File: src/core/hcd_pkg.sv
// Constants and types for the haptic two-wire command decoder
package hcd_pkg;
  localparam logic [6:0] HCD_DEV_ADDR = 7'h10;
  localparam logic [3:0] HCD_BITS_PER_BYTE = 4'h8;
  localparam logic [7:0] HCD_CODE_LAST_EFFECT = 8'h0d;
  localparam logic [7:0] HCD_CODE_REVISION = 8'h0e;
  localparam logic [7:0] HCD_CODE_ABORT = 8'h0f;
  localparam logic [1:0] HCD_WR_BYTE_CODE = 2'h0;
  localparam logic [1:0] HCD_WR_BYTE_CHECK = 2'h1;
  localparam logic [1:0] HCD_WR_BYTE_EXTRA = 2'h2;
  // Library revision, most significant byte first; value is arbitrary
  localparam logic [15:0] HCD_REV_WORD = 16'h0102;
  localparam int HCD_CLK_PERIOD_NS = 25;
  typedef enum logic [2:0] {
    HCD_IDLE,
    HCD_ADDR,
    HCD_ADDR_ACK,
    HCD_WR,
    HCD_WR_ACK,
    HCD_RD,
    HCD_RD_ACK,
    HCD_IGNORE
  } hcd_state_e;
endpackage : hcd_pkg

File: src/core/hcd_cmd_decoder.sv
// Two-wire slave that decodes haptic effect, abort and revision commands
// Summary of operation
// - The first byte after a start is seven address bits, which must be 0010000, then the direction bit.
// - An effect command is an index byte 0x00 to 0x0d followed by its check byte.
// - A selected effect starts only after the stop that ends a valid effect command.
// - Code 0x0f with check 0xf1 ends any effect in progress at the following stop.
// - Code 0x0e with check 0xf2 prepares the revision bytes and holds them for a later read.
// - A start or stop in place of a data bit abandons the command and nothing of it is used.
// - A write whose second byte fails the check against the first is discarded.
// - The device drives an acknowledge after each byte it accepts in a write and releases the line for a not-acknowledge.
// - An effect or abort command acts only once it is fully received, correctly formed and followed by stop.
// - Revision is read by start, write address, code, check, repeated start, read address.
// - The revision read sends the most significant byte first and moves on after each byte.
// - After an undefined command the data line is released and the bus ignored until a new start and address.
// - Any stop returns the bus logic to idle, ready for a new start.
// - A general call or foreign address gets no acknowledge; the own address is acknowledged for writes, and for reads only while a revision is held.
`timescale 1ns/1ps
module hcd_cmd_decoder (
  // Clock and reset
  input wire logic mclk,
  input wire logic sys_rst,
  // Two-wire bus pins
  input wire logic scl_in,
  input wire logic sda_in,
  output logic sda_out,
  output logic sda_oe_n,
  // Effect engine side
  output logic effect_start,
  output logic [3:0] effect_index,
  output logic effect_abort,
  output logic rev_pending
);
  import hcd_pkg::*;

  logic scl_s1_ff, scl_s2_ff, scl_d_ff;
  logic sda_s1_ff, sda_s2_ff, sda_d_ff;
  logic scl_rise, scl_fall, start_det, stop_det;
  hcd_state_e state_ff;
  logic [3:0] bit_cnt_ff;
  logic [7:0] shift_ff;
  logic [7:0] tx_ff;
  logic oe_n_ff;
  logic rev_ptr_ff;
  logic [1:0] wr_cnt_ff;
  logic [7:0] cmd_code_ff;
  logic cmd_ok_ff;
  logic rev_ready_ff;
  logic addr_rd_ff;
  logic start_ff, abort_ff;
  logic [3:0] index_ff;
  logic byte_done;
  logic addr_match;
  logic [7:0] check_need;
  logic [7:0] rev_byte;

  // Pins cross into the mclk domain through two flops; third stage only for edges
  always_ff @(posedge mclk or posedge sys_rst) begin
    if (sys_rst) begin
      scl_s1_ff <= 1'b1;
      scl_s2_ff <= 1'b1;
      scl_d_ff <= 1'b1;
      sda_s1_ff <= 1'b1;
      sda_s2_ff <= 1'b1;
      sda_d_ff <= 1'b1;
    end else begin
      scl_s1_ff <= scl_in;
      scl_s2_ff <= scl_s1_ff;
      scl_d_ff <= scl_s2_ff;
      sda_s1_ff <= sda_in;
      sda_s2_ff <= sda_s1_ff;
      sda_d_ff <= sda_s2_ff;
    end
  end

  assign scl_rise = scl_s2_ff & ~scl_d_ff;
  assign scl_fall = ~scl_s2_ff & scl_d_ff;
  assign start_det = scl_s2_ff & scl_d_ff & sda_d_ff & ~sda_s2_ff;
  assign stop_det = scl_s2_ff & scl_d_ff & ~sda_d_ff & sda_s2_ff;
  assign byte_done = scl_fall && (bit_cnt_ff == HCD_BITS_PER_BYTE);
  assign addr_match = (shift_ff[7:1] == HCD_DEV_ADDR);
  assign check_need = 8'(8'h00 - cmd_code_ff);
  assign rev_byte = rev_ptr_ff ? HCD_REV_WORD[7:0] : HCD_REV_WORD[15:8];

  // Bus sequencer; start and stop win over any bit in progress
  always_ff @(posedge mclk or posedge sys_rst) begin
    if (sys_rst) begin
      state_ff <= HCD_IDLE;
      bit_cnt_ff <= 4'h0;
      shift_ff <= 8'h00;
      tx_ff <= 8'h00;
      oe_n_ff <= 1'b1;
      rev_ptr_ff <= 1'b0;
      wr_cnt_ff <= 2'h0;
      cmd_code_ff <= 8'h00;
      cmd_ok_ff <= 1'b0;
      rev_ready_ff <= 1'b0;
      addr_rd_ff <= 1'b0;
    end else if (stop_det) begin
      state_ff <= HCD_IDLE;
      oe_n_ff <= 1'b1;
      cmd_ok_ff <= 1'b0;
      wr_cnt_ff <= 2'h0;
    end else if (start_det) begin
      state_ff <= HCD_ADDR;
      bit_cnt_ff <= 4'h0;
      oe_n_ff <= 1'b1;
      cmd_ok_ff <= 1'b0;
      wr_cnt_ff <= 2'h0;
    end else begin
      case (state_ff)
        HCD_ADDR, HCD_WR: begin
          if (scl_rise) begin
            shift_ff <= {shift_ff[6:0], sda_s2_ff};
            bit_cnt_ff <= bit_cnt_ff + 4'h1;
            // First rise may be the stop's own clock, so only a second one drops the command
            if (state_ff == HCD_WR && wr_cnt_ff == HCD_WR_BYTE_EXTRA &&
                bit_cnt_ff != 4'h0) begin
              cmd_ok_ff <= 1'b0;
            end
          end else if (byte_done && state_ff == HCD_ADDR) begin
            addr_rd_ff <= shift_ff[0];
            // Reads are only answered while a revision is held
            if (addr_match && (!shift_ff[0] || rev_ready_ff)) begin
              state_ff <= HCD_ADDR_ACK;
              oe_n_ff <= 1'b0;
            end else begin
              state_ff <= HCD_IGNORE;
            end
          end else if (byte_done) begin
            case (wr_cnt_ff)
              HCD_WR_BYTE_CODE: begin
                if (shift_ff <= HCD_CODE_ABORT) begin
                  cmd_code_ff <= shift_ff;
                  wr_cnt_ff <= HCD_WR_BYTE_CHECK;
                  state_ff <= HCD_WR_ACK;
                  oe_n_ff <= 1'b0;
                end else begin
                  state_ff <= HCD_IGNORE;
                end
              end
              HCD_WR_BYTE_CHECK: begin
                if (shift_ff == check_need) begin
                  cmd_ok_ff <= 1'b1;
                  wr_cnt_ff <= HCD_WR_BYTE_EXTRA;
                  state_ff <= HCD_WR_ACK;
                  oe_n_ff <= 1'b0;
                  if (cmd_code_ff == HCD_CODE_REVISION) begin
                    rev_ready_ff <= 1'b1;
                  end
                end else begin
                  state_ff <= HCD_IGNORE;
                end
              end
              default: begin
                cmd_ok_ff <= 1'b0;
                state_ff <= HCD_IGNORE;
              end
            endcase
          end
        end
        HCD_ADDR_ACK: begin
          if (scl_fall) begin
            bit_cnt_ff <= 4'h0;
            if (addr_rd_ff) begin
              // First byte out is the most significant one
              state_ff <= HCD_RD;
              tx_ff <= {HCD_REV_WORD[14:8], 1'b0};
              oe_n_ff <= HCD_REV_WORD[15];
              rev_ptr_ff <= 1'b1;
              rev_ready_ff <= 1'b0;
            end else begin
              state_ff <= HCD_WR;
              oe_n_ff <= 1'b1;
            end
          end
        end
        HCD_WR_ACK: begin
          if (scl_fall) begin
            state_ff <= HCD_WR;
            bit_cnt_ff <= 4'h0;
            oe_n_ff <= 1'b1;
          end
        end
        HCD_RD: begin
          if (scl_rise) begin
            bit_cnt_ff <= bit_cnt_ff + 4'h1;
          end else if (byte_done) begin
            state_ff <= HCD_RD_ACK;
            oe_n_ff <= 1'b1;
          end else if (scl_fall) begin
            oe_n_ff <= tx_ff[7];
            tx_ff <= {tx_ff[6:0], 1'b0};
          end
        end
        HCD_RD_ACK: begin
          if (scl_rise && sda_s2_ff) begin
            state_ff <= HCD_IGNORE;
          end else if (scl_fall) begin
            // Pointer wraps so the master may read on until it stops
            state_ff <= HCD_RD;
            bit_cnt_ff <= 4'h0;
            oe_n_ff <= rev_byte[7];
            tx_ff <= {rev_byte[6:0], 1'b0};
            rev_ptr_ff <= ~rev_ptr_ff;
          end
        end
        HCD_IGNORE: begin
          oe_n_ff <= 1'b1;
        end
        default: begin
          state_ff <= HCD_IDLE;
        end
      endcase
    end
  end

  // Actions fire one cycle after the stop, never on the bytes themselves
  always_ff @(posedge mclk or posedge sys_rst) begin
    if (sys_rst) begin
      start_ff <= 1'b0;
      abort_ff <= 1'b0;
      index_ff <= 4'h0;
    end else begin
      start_ff <= stop_det && cmd_ok_ff && (cmd_code_ff <= HCD_CODE_LAST_EFFECT);
      abort_ff <= stop_det && cmd_ok_ff && (cmd_code_ff == HCD_CODE_ABORT);
      if (stop_det && cmd_ok_ff && (cmd_code_ff <= HCD_CODE_LAST_EFFECT)) begin
        index_ff <= cmd_code_ff[3:0];
      end
    end
  end

  // Open-drain data: only ever pulls low
  assign sda_out = 1'b0;
  assign sda_oe_n = oe_n_ff;
  assign effect_start = start_ff;
  assign effect_abort = abort_ff;
  assign effect_index = index_ff;
  assign rev_pending = rev_ready_ff;

  a_effect_on_stop: assert property (@(posedge mclk) disable iff (sys_rst)
    effect_start |-> $past(stop_det) && effect_index <= 4'hd)
    else $error("effect started without a stop");
  a_abort_on_stop: assert property (@(posedge mclk) disable iff (sys_rst)
    $rose(effect_abort) |-> $past(stop_det) && $past(cmd_code_ff) == HCD_CODE_ABORT)
    else $error("abort not tied to stop and abort code");
  a_rev_armed: assert property (@(posedge mclk) disable iff (sys_rst)
    $rose(rev_ready_ff) |-> cmd_code_ff == HCD_CODE_REVISION && $past(shift_ff) == 8'hf2)
    else $error("revision armed by wrong bytes");
  a_start_abandons: assert property (@(posedge mclk) disable iff (sys_rst)
    start_det |=> !cmd_ok_ff && state_ff == HCD_ADDR ##1 !effect_start)
    else $error("start did not abandon command");
  a_check_match: assert property (@(posedge mclk) disable iff (sys_rst)
    $rose(cmd_ok_ff) |-> 8'($past(shift_ff) + cmd_code_ff) == 8'h00)
    else $error("command accepted with bad check byte");
  a_write_ack: assert property (@(posedge mclk) disable iff (sys_rst)
    state_ff == HCD_WR_ACK |-> !sda_oe_n)
    else $error("write byte not acknowledged");
  a_exec_needs_ok: assert property (@(posedge mclk) disable iff (sys_rst)
    (effect_start || effect_abort) |-> $past(cmd_ok_ff, 1))
    else $error("action without a valid command");
  a_read_msb: assert property (@(posedge mclk) disable iff (sys_rst)
    (state_ff == HCD_ADDR_ACK && scl_fall && addr_rd_ff && !stop_det && !start_det)
    |=> sda_oe_n == HCD_REV_WORD[15] && rev_ptr_ff)
    else $error("revision read did not open with the high byte");
  a_ignore_release: assert property (@(posedge mclk) disable iff (sys_rst)
    state_ff == HCD_IGNORE |=> sda_oe_n)
    else $error("data line driven while ignoring");
  a_stop_idle: assert property (@(posedge mclk) disable iff (sys_rst)
    stop_det |=> state_ff == HCD_IDLE && sda_oe_n)
    else $error("stop did not return to idle");
  a_foreign_nack: assert property (@(posedge mclk) disable iff (sys_rst)
    (state_ff == HCD_ADDR && byte_done && !addr_match && !stop_det && !start_det)
    |=> state_ff == HCD_IGNORE && sda_oe_n)
    else $error("foreign address acknowledged");
  a_extra_byte: assert property (@(posedge mclk) disable iff (sys_rst)
    (state_ff == HCD_WR && byte_done && wr_cnt_ff == HCD_WR_BYTE_EXTRA && !stop_det)
    |=> !cmd_ok_ff ##1 !effect_start)
    else $error("third byte left command valid");
  a_partial_drop: assert property (@(posedge mclk) disable iff (sys_rst)
    (state_ff == HCD_WR && scl_rise && wr_cnt_ff == HCD_WR_BYTE_EXTRA && bit_cnt_ff != 4'h0)
    |=> !cmd_ok_ff)
    else $error("partial third byte left command valid");

  c_effect: cover property (@(posedge mclk) disable iff (sys_rst) effect_start);
  c_abort: cover property (@(posedge mclk) disable iff (sys_rst) effect_abort);
  c_rev_second: cover property (@(posedge mclk) disable iff (sys_rst)
    state_ff == HCD_RD_ACK && scl_fall && rev_ptr_ff);
  c_ignored: cover property (@(posedge mclk) disable iff (sys_rst) state_ff == HCD_IGNORE);
endmodule : hcd_cmd_decoder

File: config.mk
export PLATFORM = sky130hd
export DESIGN_NAME = hcd_cmd_decoder
export DESIGN_NICKNAME = d
export VERILOG_FILES = /design/src/core/hcd_pkg.sv /design/src/core/hcd_cmd_decoder.sv
export SDC_FILE = /design/constraint.sdc
export NUM_CORES = 1
export LEC_CHECK = 0
export BUFFER_PORTS_ARGS = -buffer_cell sky130_fd_sc_hd__buf_2
export CAP_MARGIN = 0
export CELL_PAD_IN_SITES_DETAIL_PLACEMENT = 0
export CELL_PAD_IN_SITES_GLOBAL_PLACEMENT = 2
export CORE_MARGIN = 5
export CORE_UTILIZATION = 40
export DETAILED_ROUTE_END_ITERATION = 8
export PLACE_DENSITY_LB_ADDON = 0.1
export SLEW_MARGIN = 0
export SYNTH_ARGS = -nofsm -noshare
export SYNTH_HDL_FRONTEND = slang
export SYNTH_SLANG_ARGS = --single-unit
File: constraint.sdc
create_clock -name mclk -period 3.3 [get_ports mclk]
set_clock_uncertainty 0.15 [all_clocks]
set_input_delay 0.33 -clock mclk [delete_from_list [all_inputs] [get_ports mclk]]
set_output_delay 0.33 -clock mclk [all_outputs]
set_load 0.03 [all_outputs]
Yosys cells after proc, flatten, opt, wreduce, memory -nomap -nowiden
Index checks and enable logic that the tools add are counted.
- flip-flop bits (word level): 50
- logic and storage cells: 209
- bits of input ports: 4
- $lt $le $gt $ge: 2
- equal/unequal tests: 52
- multiplexer cells: 81
- reduce and logical (&&, ||, !) cells: 36
- add/sub/neg operators: 2
- bitwise gates (word level): 16
- operators with widths (cell ; number):
    2-to-1 mux 8 bit ; 7
    inequality test 4 bit (second input constant) ; 11
    2-to-1 mux 3 bit ; 13
    2-to-1 mux 1 bit ; 36
    inequality test 2 bit (second input constant) ; 13
    inequality test 5 bit (second input constant) ; 5
    case mux 8 bit (3 select lines) ; 1
    2-to-1 mux 2 bit ; 11
    case mux 3 bit (6 select lines) ; 1
    == test 8 x 4 -> 1 bit (second input constant) ; 2
    <= comparator 8 x 4 -> 1 bit (second input constant) ; 2
    2-to-1 mux 4 bit ; 4
    AND reduction 8 bit ; 2
    nonzero test 4 bit ; 4
    AND reduction 7 bit ; 2
    AND reduction 13 bit ; 1
    == test 3 bit (second input constant) ; 4
    inequality test 6 bit (second input constant) ; 2
    case mux 4 bit (3 select lines) ; 1
    AND reduction 11 bit ; 1
    AND reduction 10 bit ; 1
    logical AND 1 bit ; 9
    inequality test 3 bit (second input constant) ; 3
    NOT 1 bit ; 9
    other kinds (28) ; 44

Depth between registers and ports, before layout
- word-level depth: 10
- depth in mapped cells: 9
- mapped depth without buffers: 8

Worst setup path after synthesis
No wires, ideal clock.
- path type: register to register
- from: register cmd_code_ff[0]
- to: register wr_cnt_ff[1]
- data arrival time: 2.303 ns
- cell stages (with the launch flop): 9
- path buffers: 0
- path slack: 0.770 ns
- period minus slack after synthesis: 2.530 ns
- cell sequence: dfrtp_1 -> inv_1 -> ha_1 -> nor2b_1 -> a211o_1 -> o2bb2ai_2 -> o2111ai_4 -> or4_1 -> a21oi_1
- word-level cells in the longest chain between the ends: 4
- ends and longest elaborated chain (what ; line ; text):
    start: declaration ; hcd_cmd_decoder.sv:45 ; logic [7:0] cmd_code_ff;
    start signal: assignment ; hcd_cmd_decoder.sv:133 ; cmd_code_ff <= shift_ff;
    subtractor 1 x 8 -> 8 bit ; hcd_cmd_decoder.sv:81 ; assign check_need = 8'(8'h00 - cmd_code_ff);
    == test 8 bit ; hcd_cmd_decoder.sv:142 ; if (shift_ff == check_need) begin
    inequality test 4 bit (no line) ; - ;
    AND reduction 7 bit (no line) ; - ;
    end signal: assignment ; hcd_cmd_decoder.sv:93 ; wr_cnt_ff <= 2'h0;
    end signal: assignment ; hcd_cmd_decoder.sv:102 ; wr_cnt_ff <= 2'h0;
    end signal: assignment ; hcd_cmd_decoder.sv:144 ; wr_cnt_ff <= HCD_WR_BYTE_EXTRA;
    end: declaration ; hcd_cmd_decoder.sv:44 ; logic [1:0] wr_cnt_ff;
Every way passes these cells.
A chain may end at the register's enable or synchronous reset.

Worst setup path after layout
Ends and elaborated chain as after synthesis.

==> flow_summary.yaml <==
yosys:
  ys_types: 68
  synthCells: 292
  synth_ff_type: "dfrtp_1"
  ys_ff_latch: 49
  ys_seq_area_frac: 0.433
  async_reset_ff_frac: 1.00
  netlist.area_leader.share: 0.369
  synth-edff-count: 0
  avgSynthCellArea_um2: 9.76
  synth_area_um2: 2850
  yosys.area.top_type: "dfrtp_1"
  synth_area_leaders: "dfrtp_1 37%, dfstp_2 6.5%, mux2_2 5.5%"
  synth_warnings: 0
  syn_nets: 302
hold_path:
  hold_path.class: "primary input to asynchronous set/reset pin"
clocking:
  cts_inserted_buffers: 5
  cts.path.max_buffers: 2
  path_clk_slew_ns: 0.09
  cts_root_buffer: "clkbuf_8"
  h-tree-depth: 2
  cts_setup_buffers: 0
  insertion_delay_ns: 0.30
  clkSinkCount: 49
  cts_tree: "done"
detailed_routing:
  avgRoutedWirePerCell_um: 16.4
  first_pass_iters: 4
  viasPerCell: 5.45
  routed_wl_um: 6510
  drt_iter0_drc: 153
  drc: 0
  vias: 2160
  antenna_left: 0
global_routing:
  grt_pass1_vias: 2087
  grt_usage: 0.157
  globalRouteOverflowTotal: 0
  grt_start_max_net_pins: 50
  antenna_found_initial: 0
  grt_pass1_wl_um: 10800
timing:
  tns_ns: 0
  worst_pin_slew_ns: 1.04
  slew_headroom: 0.304
  setup_viol: 0
  finalCriticalPeriod_ns: 2.74
  grt_setup_unrepaired: "false"
  final-hold-violation-count: 0
  fin_crit_sh: 0.832
  max_freq_mhz: 364
  timing.hold.ws_ns: 0.127
  slew_viol_final: 0
setup_path:
  reg2reg_depth: 8
  crit_start: "cmd_code_ff[0]$_DFFE_PP0P_"
  rr_startpoint: "cmd_code_ff[0]$_DFFE_PP0P_"
  r2r-end: "wr_cnt_ff[1]$_DFFE_PP0P_"
  cp_max_fo: 9
  worst-setup-path-type: "flip-flop to flip-flop"
  worst_ep_required_time_ns: 3.38
  crit_arrival_ns: 2.83
  crit_path_end_kind: "flip-flop"
  crit_path_end: "wr_cnt_ff[1]$_DFFE_PP0P_"
  start_kind: "flip-flop"
  ff2ff_setup_slack_ns: 0.56
floorplan:
  die-area_um2: 8910
  core_um2: 6870
  fp.dieW_um: 94.4
  start_util: 0.415
  fp.dieH_um: 94.4
  io-pin-count: 13
  num_rows: 30
finish:
  multiInputGateArea_um2: 1470
  fillers: 684
  postLayoutCellArea_um2: 3050
  final_util: 0.444
  ff_latch_area_um2: 1230
  final_layout_size_suffix_gt1_frac: 0.200
  fin_cells: 396
  antennaDiodeCount: 0
  syn_to_final_growth_pct: 7.16
  fin_nets: 309
place:
  place_area_um2: 2950
  globalplace.congestion: 0.811
  portBuffers: 11
  hpwl_um: 4620
  place_inst: 386
pwr:
  p_leak_nw: 1.29
  p_per_area_nw_per_um2: 652
  vdd_drop_max_v: 0.000298
status:
  status: "finished clean"
flow_run:
  cap_viol_max_count: 0
==> cell usage after synthesis (all sizes together) (2+ instances only) <==
master / count
clkbuf: 7
nand4: 2
a21boi: 3
nand2b: 6
xnor2: 5
or3: 3
nand2: 19
a211o: 4
nor2b: 8
or4: 2
mux2: 14
dfstp: 7
xor2: 3
nor3b: 3
o22ai: 3
and2b: 3
o31ai: 8
ha: 6
nor3: 7
nor4: 3
a21oi: 15
a31oi: 3
nor2: 19
o2111ai: 2
o21ai: 26
o311a: 2
and3: 2
inv: 17
buf: 7
nand3: 15
dfrtp: 42
and2: 2
mux2i: 2
==> how the worst min path moves through the flow <==
stage / from / endpoint / slack (ns) / cells past startpoint
after floorplan: scl_in / scl_s1_ff$_DFF_PP1_ / 0.18 / 0
after global placement: sda_s1_ff$_DFF_PP1_ / sda_s2_ff$_DFF_PP1_ / 0.20 / 0
after detailed placement: scl_s1_ff$_DFF_PP1_ / scl_s2_ff$_DFF_PP1_ / 0.20 / 0
after CTS: sys_rst / tx_ff[7]$_DFFE_PP0P_ / 0.16 / 2
after global routing: sys_rst / effect_start$_DFF_PP0_ / 0.21 / 2
final: sys_rst / tx_ff[7]$_DFFE_PP0P_ / 0.13 / 2
==> flip-flops by register name, indices dropped and copies added (netlist names), 2 cells and up <==
| register | count |
|---|---|
| cmd_code_ff | 8 |
| effect_index | 4 |
| tx_ff | 7 |
| state_ff | 3 |
| shift_ff | 8 |
| bit_cnt_ff | 4 |
| wr_cnt_ff | 2 |
==> through the flow <==
step	power, W	worst slack (ns)
floorplan	0.00146	0.770
global placement	0.00166	0.643
detailed placement	0.00164	0.574
CTS	0.00201	0.541
global route	0.00215	0.386
finish	0.00199	0.555
==> layout by cell type, fill, tap and decap left out, drive strengths merged, types with 12 or more instances in the layout <==
cell type  netlist  final
dfrtp           42     42
o21ai           26     26
nand2           19     19
nor2            19     19
inv             17     17
a21oi           15     15
nand3           15     15
mux2            14     14
buf              7     12
==> worst max-delay path, stage by stage (launching register included) <==
cell,delay (ns)
dfrtp_1,0.53
inv_1,0.15
ha_1,0.28
nor2b_1,0.17
a211o_1,0.31
o2bb2ai_2,0.18
o2111ai_4,0.22
or4_1,0.54
a21oi_1,0.16
==> metal layers <==
layer  vias to the layer above  GRT usage  wire length, µm
met1                      1050      0.243             3470
met4                         0     0.0469               74
met2                        38      0.219             2700
met3                         5     0.0279              276
li1                       1067          -                -
met5                         -          0                0
==> layout make-up <==
cell class	instances	area share
clock buffer	7	0.0250
multi-input combinational	212	0.481
timing repair buffer	14	0.0270
sequential	49	0.405
inverter	17	0.0209
tap	96	0.0393
clock inverter	1	0.00246
==> cell families after synthesis <==
kind of cell | Yosys count | synth area share
AND/OR/NAND/NOR | 100 | 0.204
AO/OA/AOI/OAI | 81 | 0.197
flip-flops | 49 | 0.433
buffers and inverters | 31 | 0.0514
multiplexers | 16 | 0.0624
XOR/XNOR | 8 | 0.0246
adder cells (fa/ha/maj) | 6 | 0.0263
other | 1 | 0.00132
==> power by group <==
part	total [W]	internal (W)	switching, W
clock network	0.000354	0.000150	0.000204
registers	0.000867	0.000701	0.000165
logic	0.000771	0.000333	0.000438
total	0.00199	0.00118	0.000807
==> repair_timing <==
action | CTS | global route
resized for setup | 0 | 0
hold endpoints to repair | 2 | 0
hold buffers | 2 | 0
(Power assumes the default switching activity.)
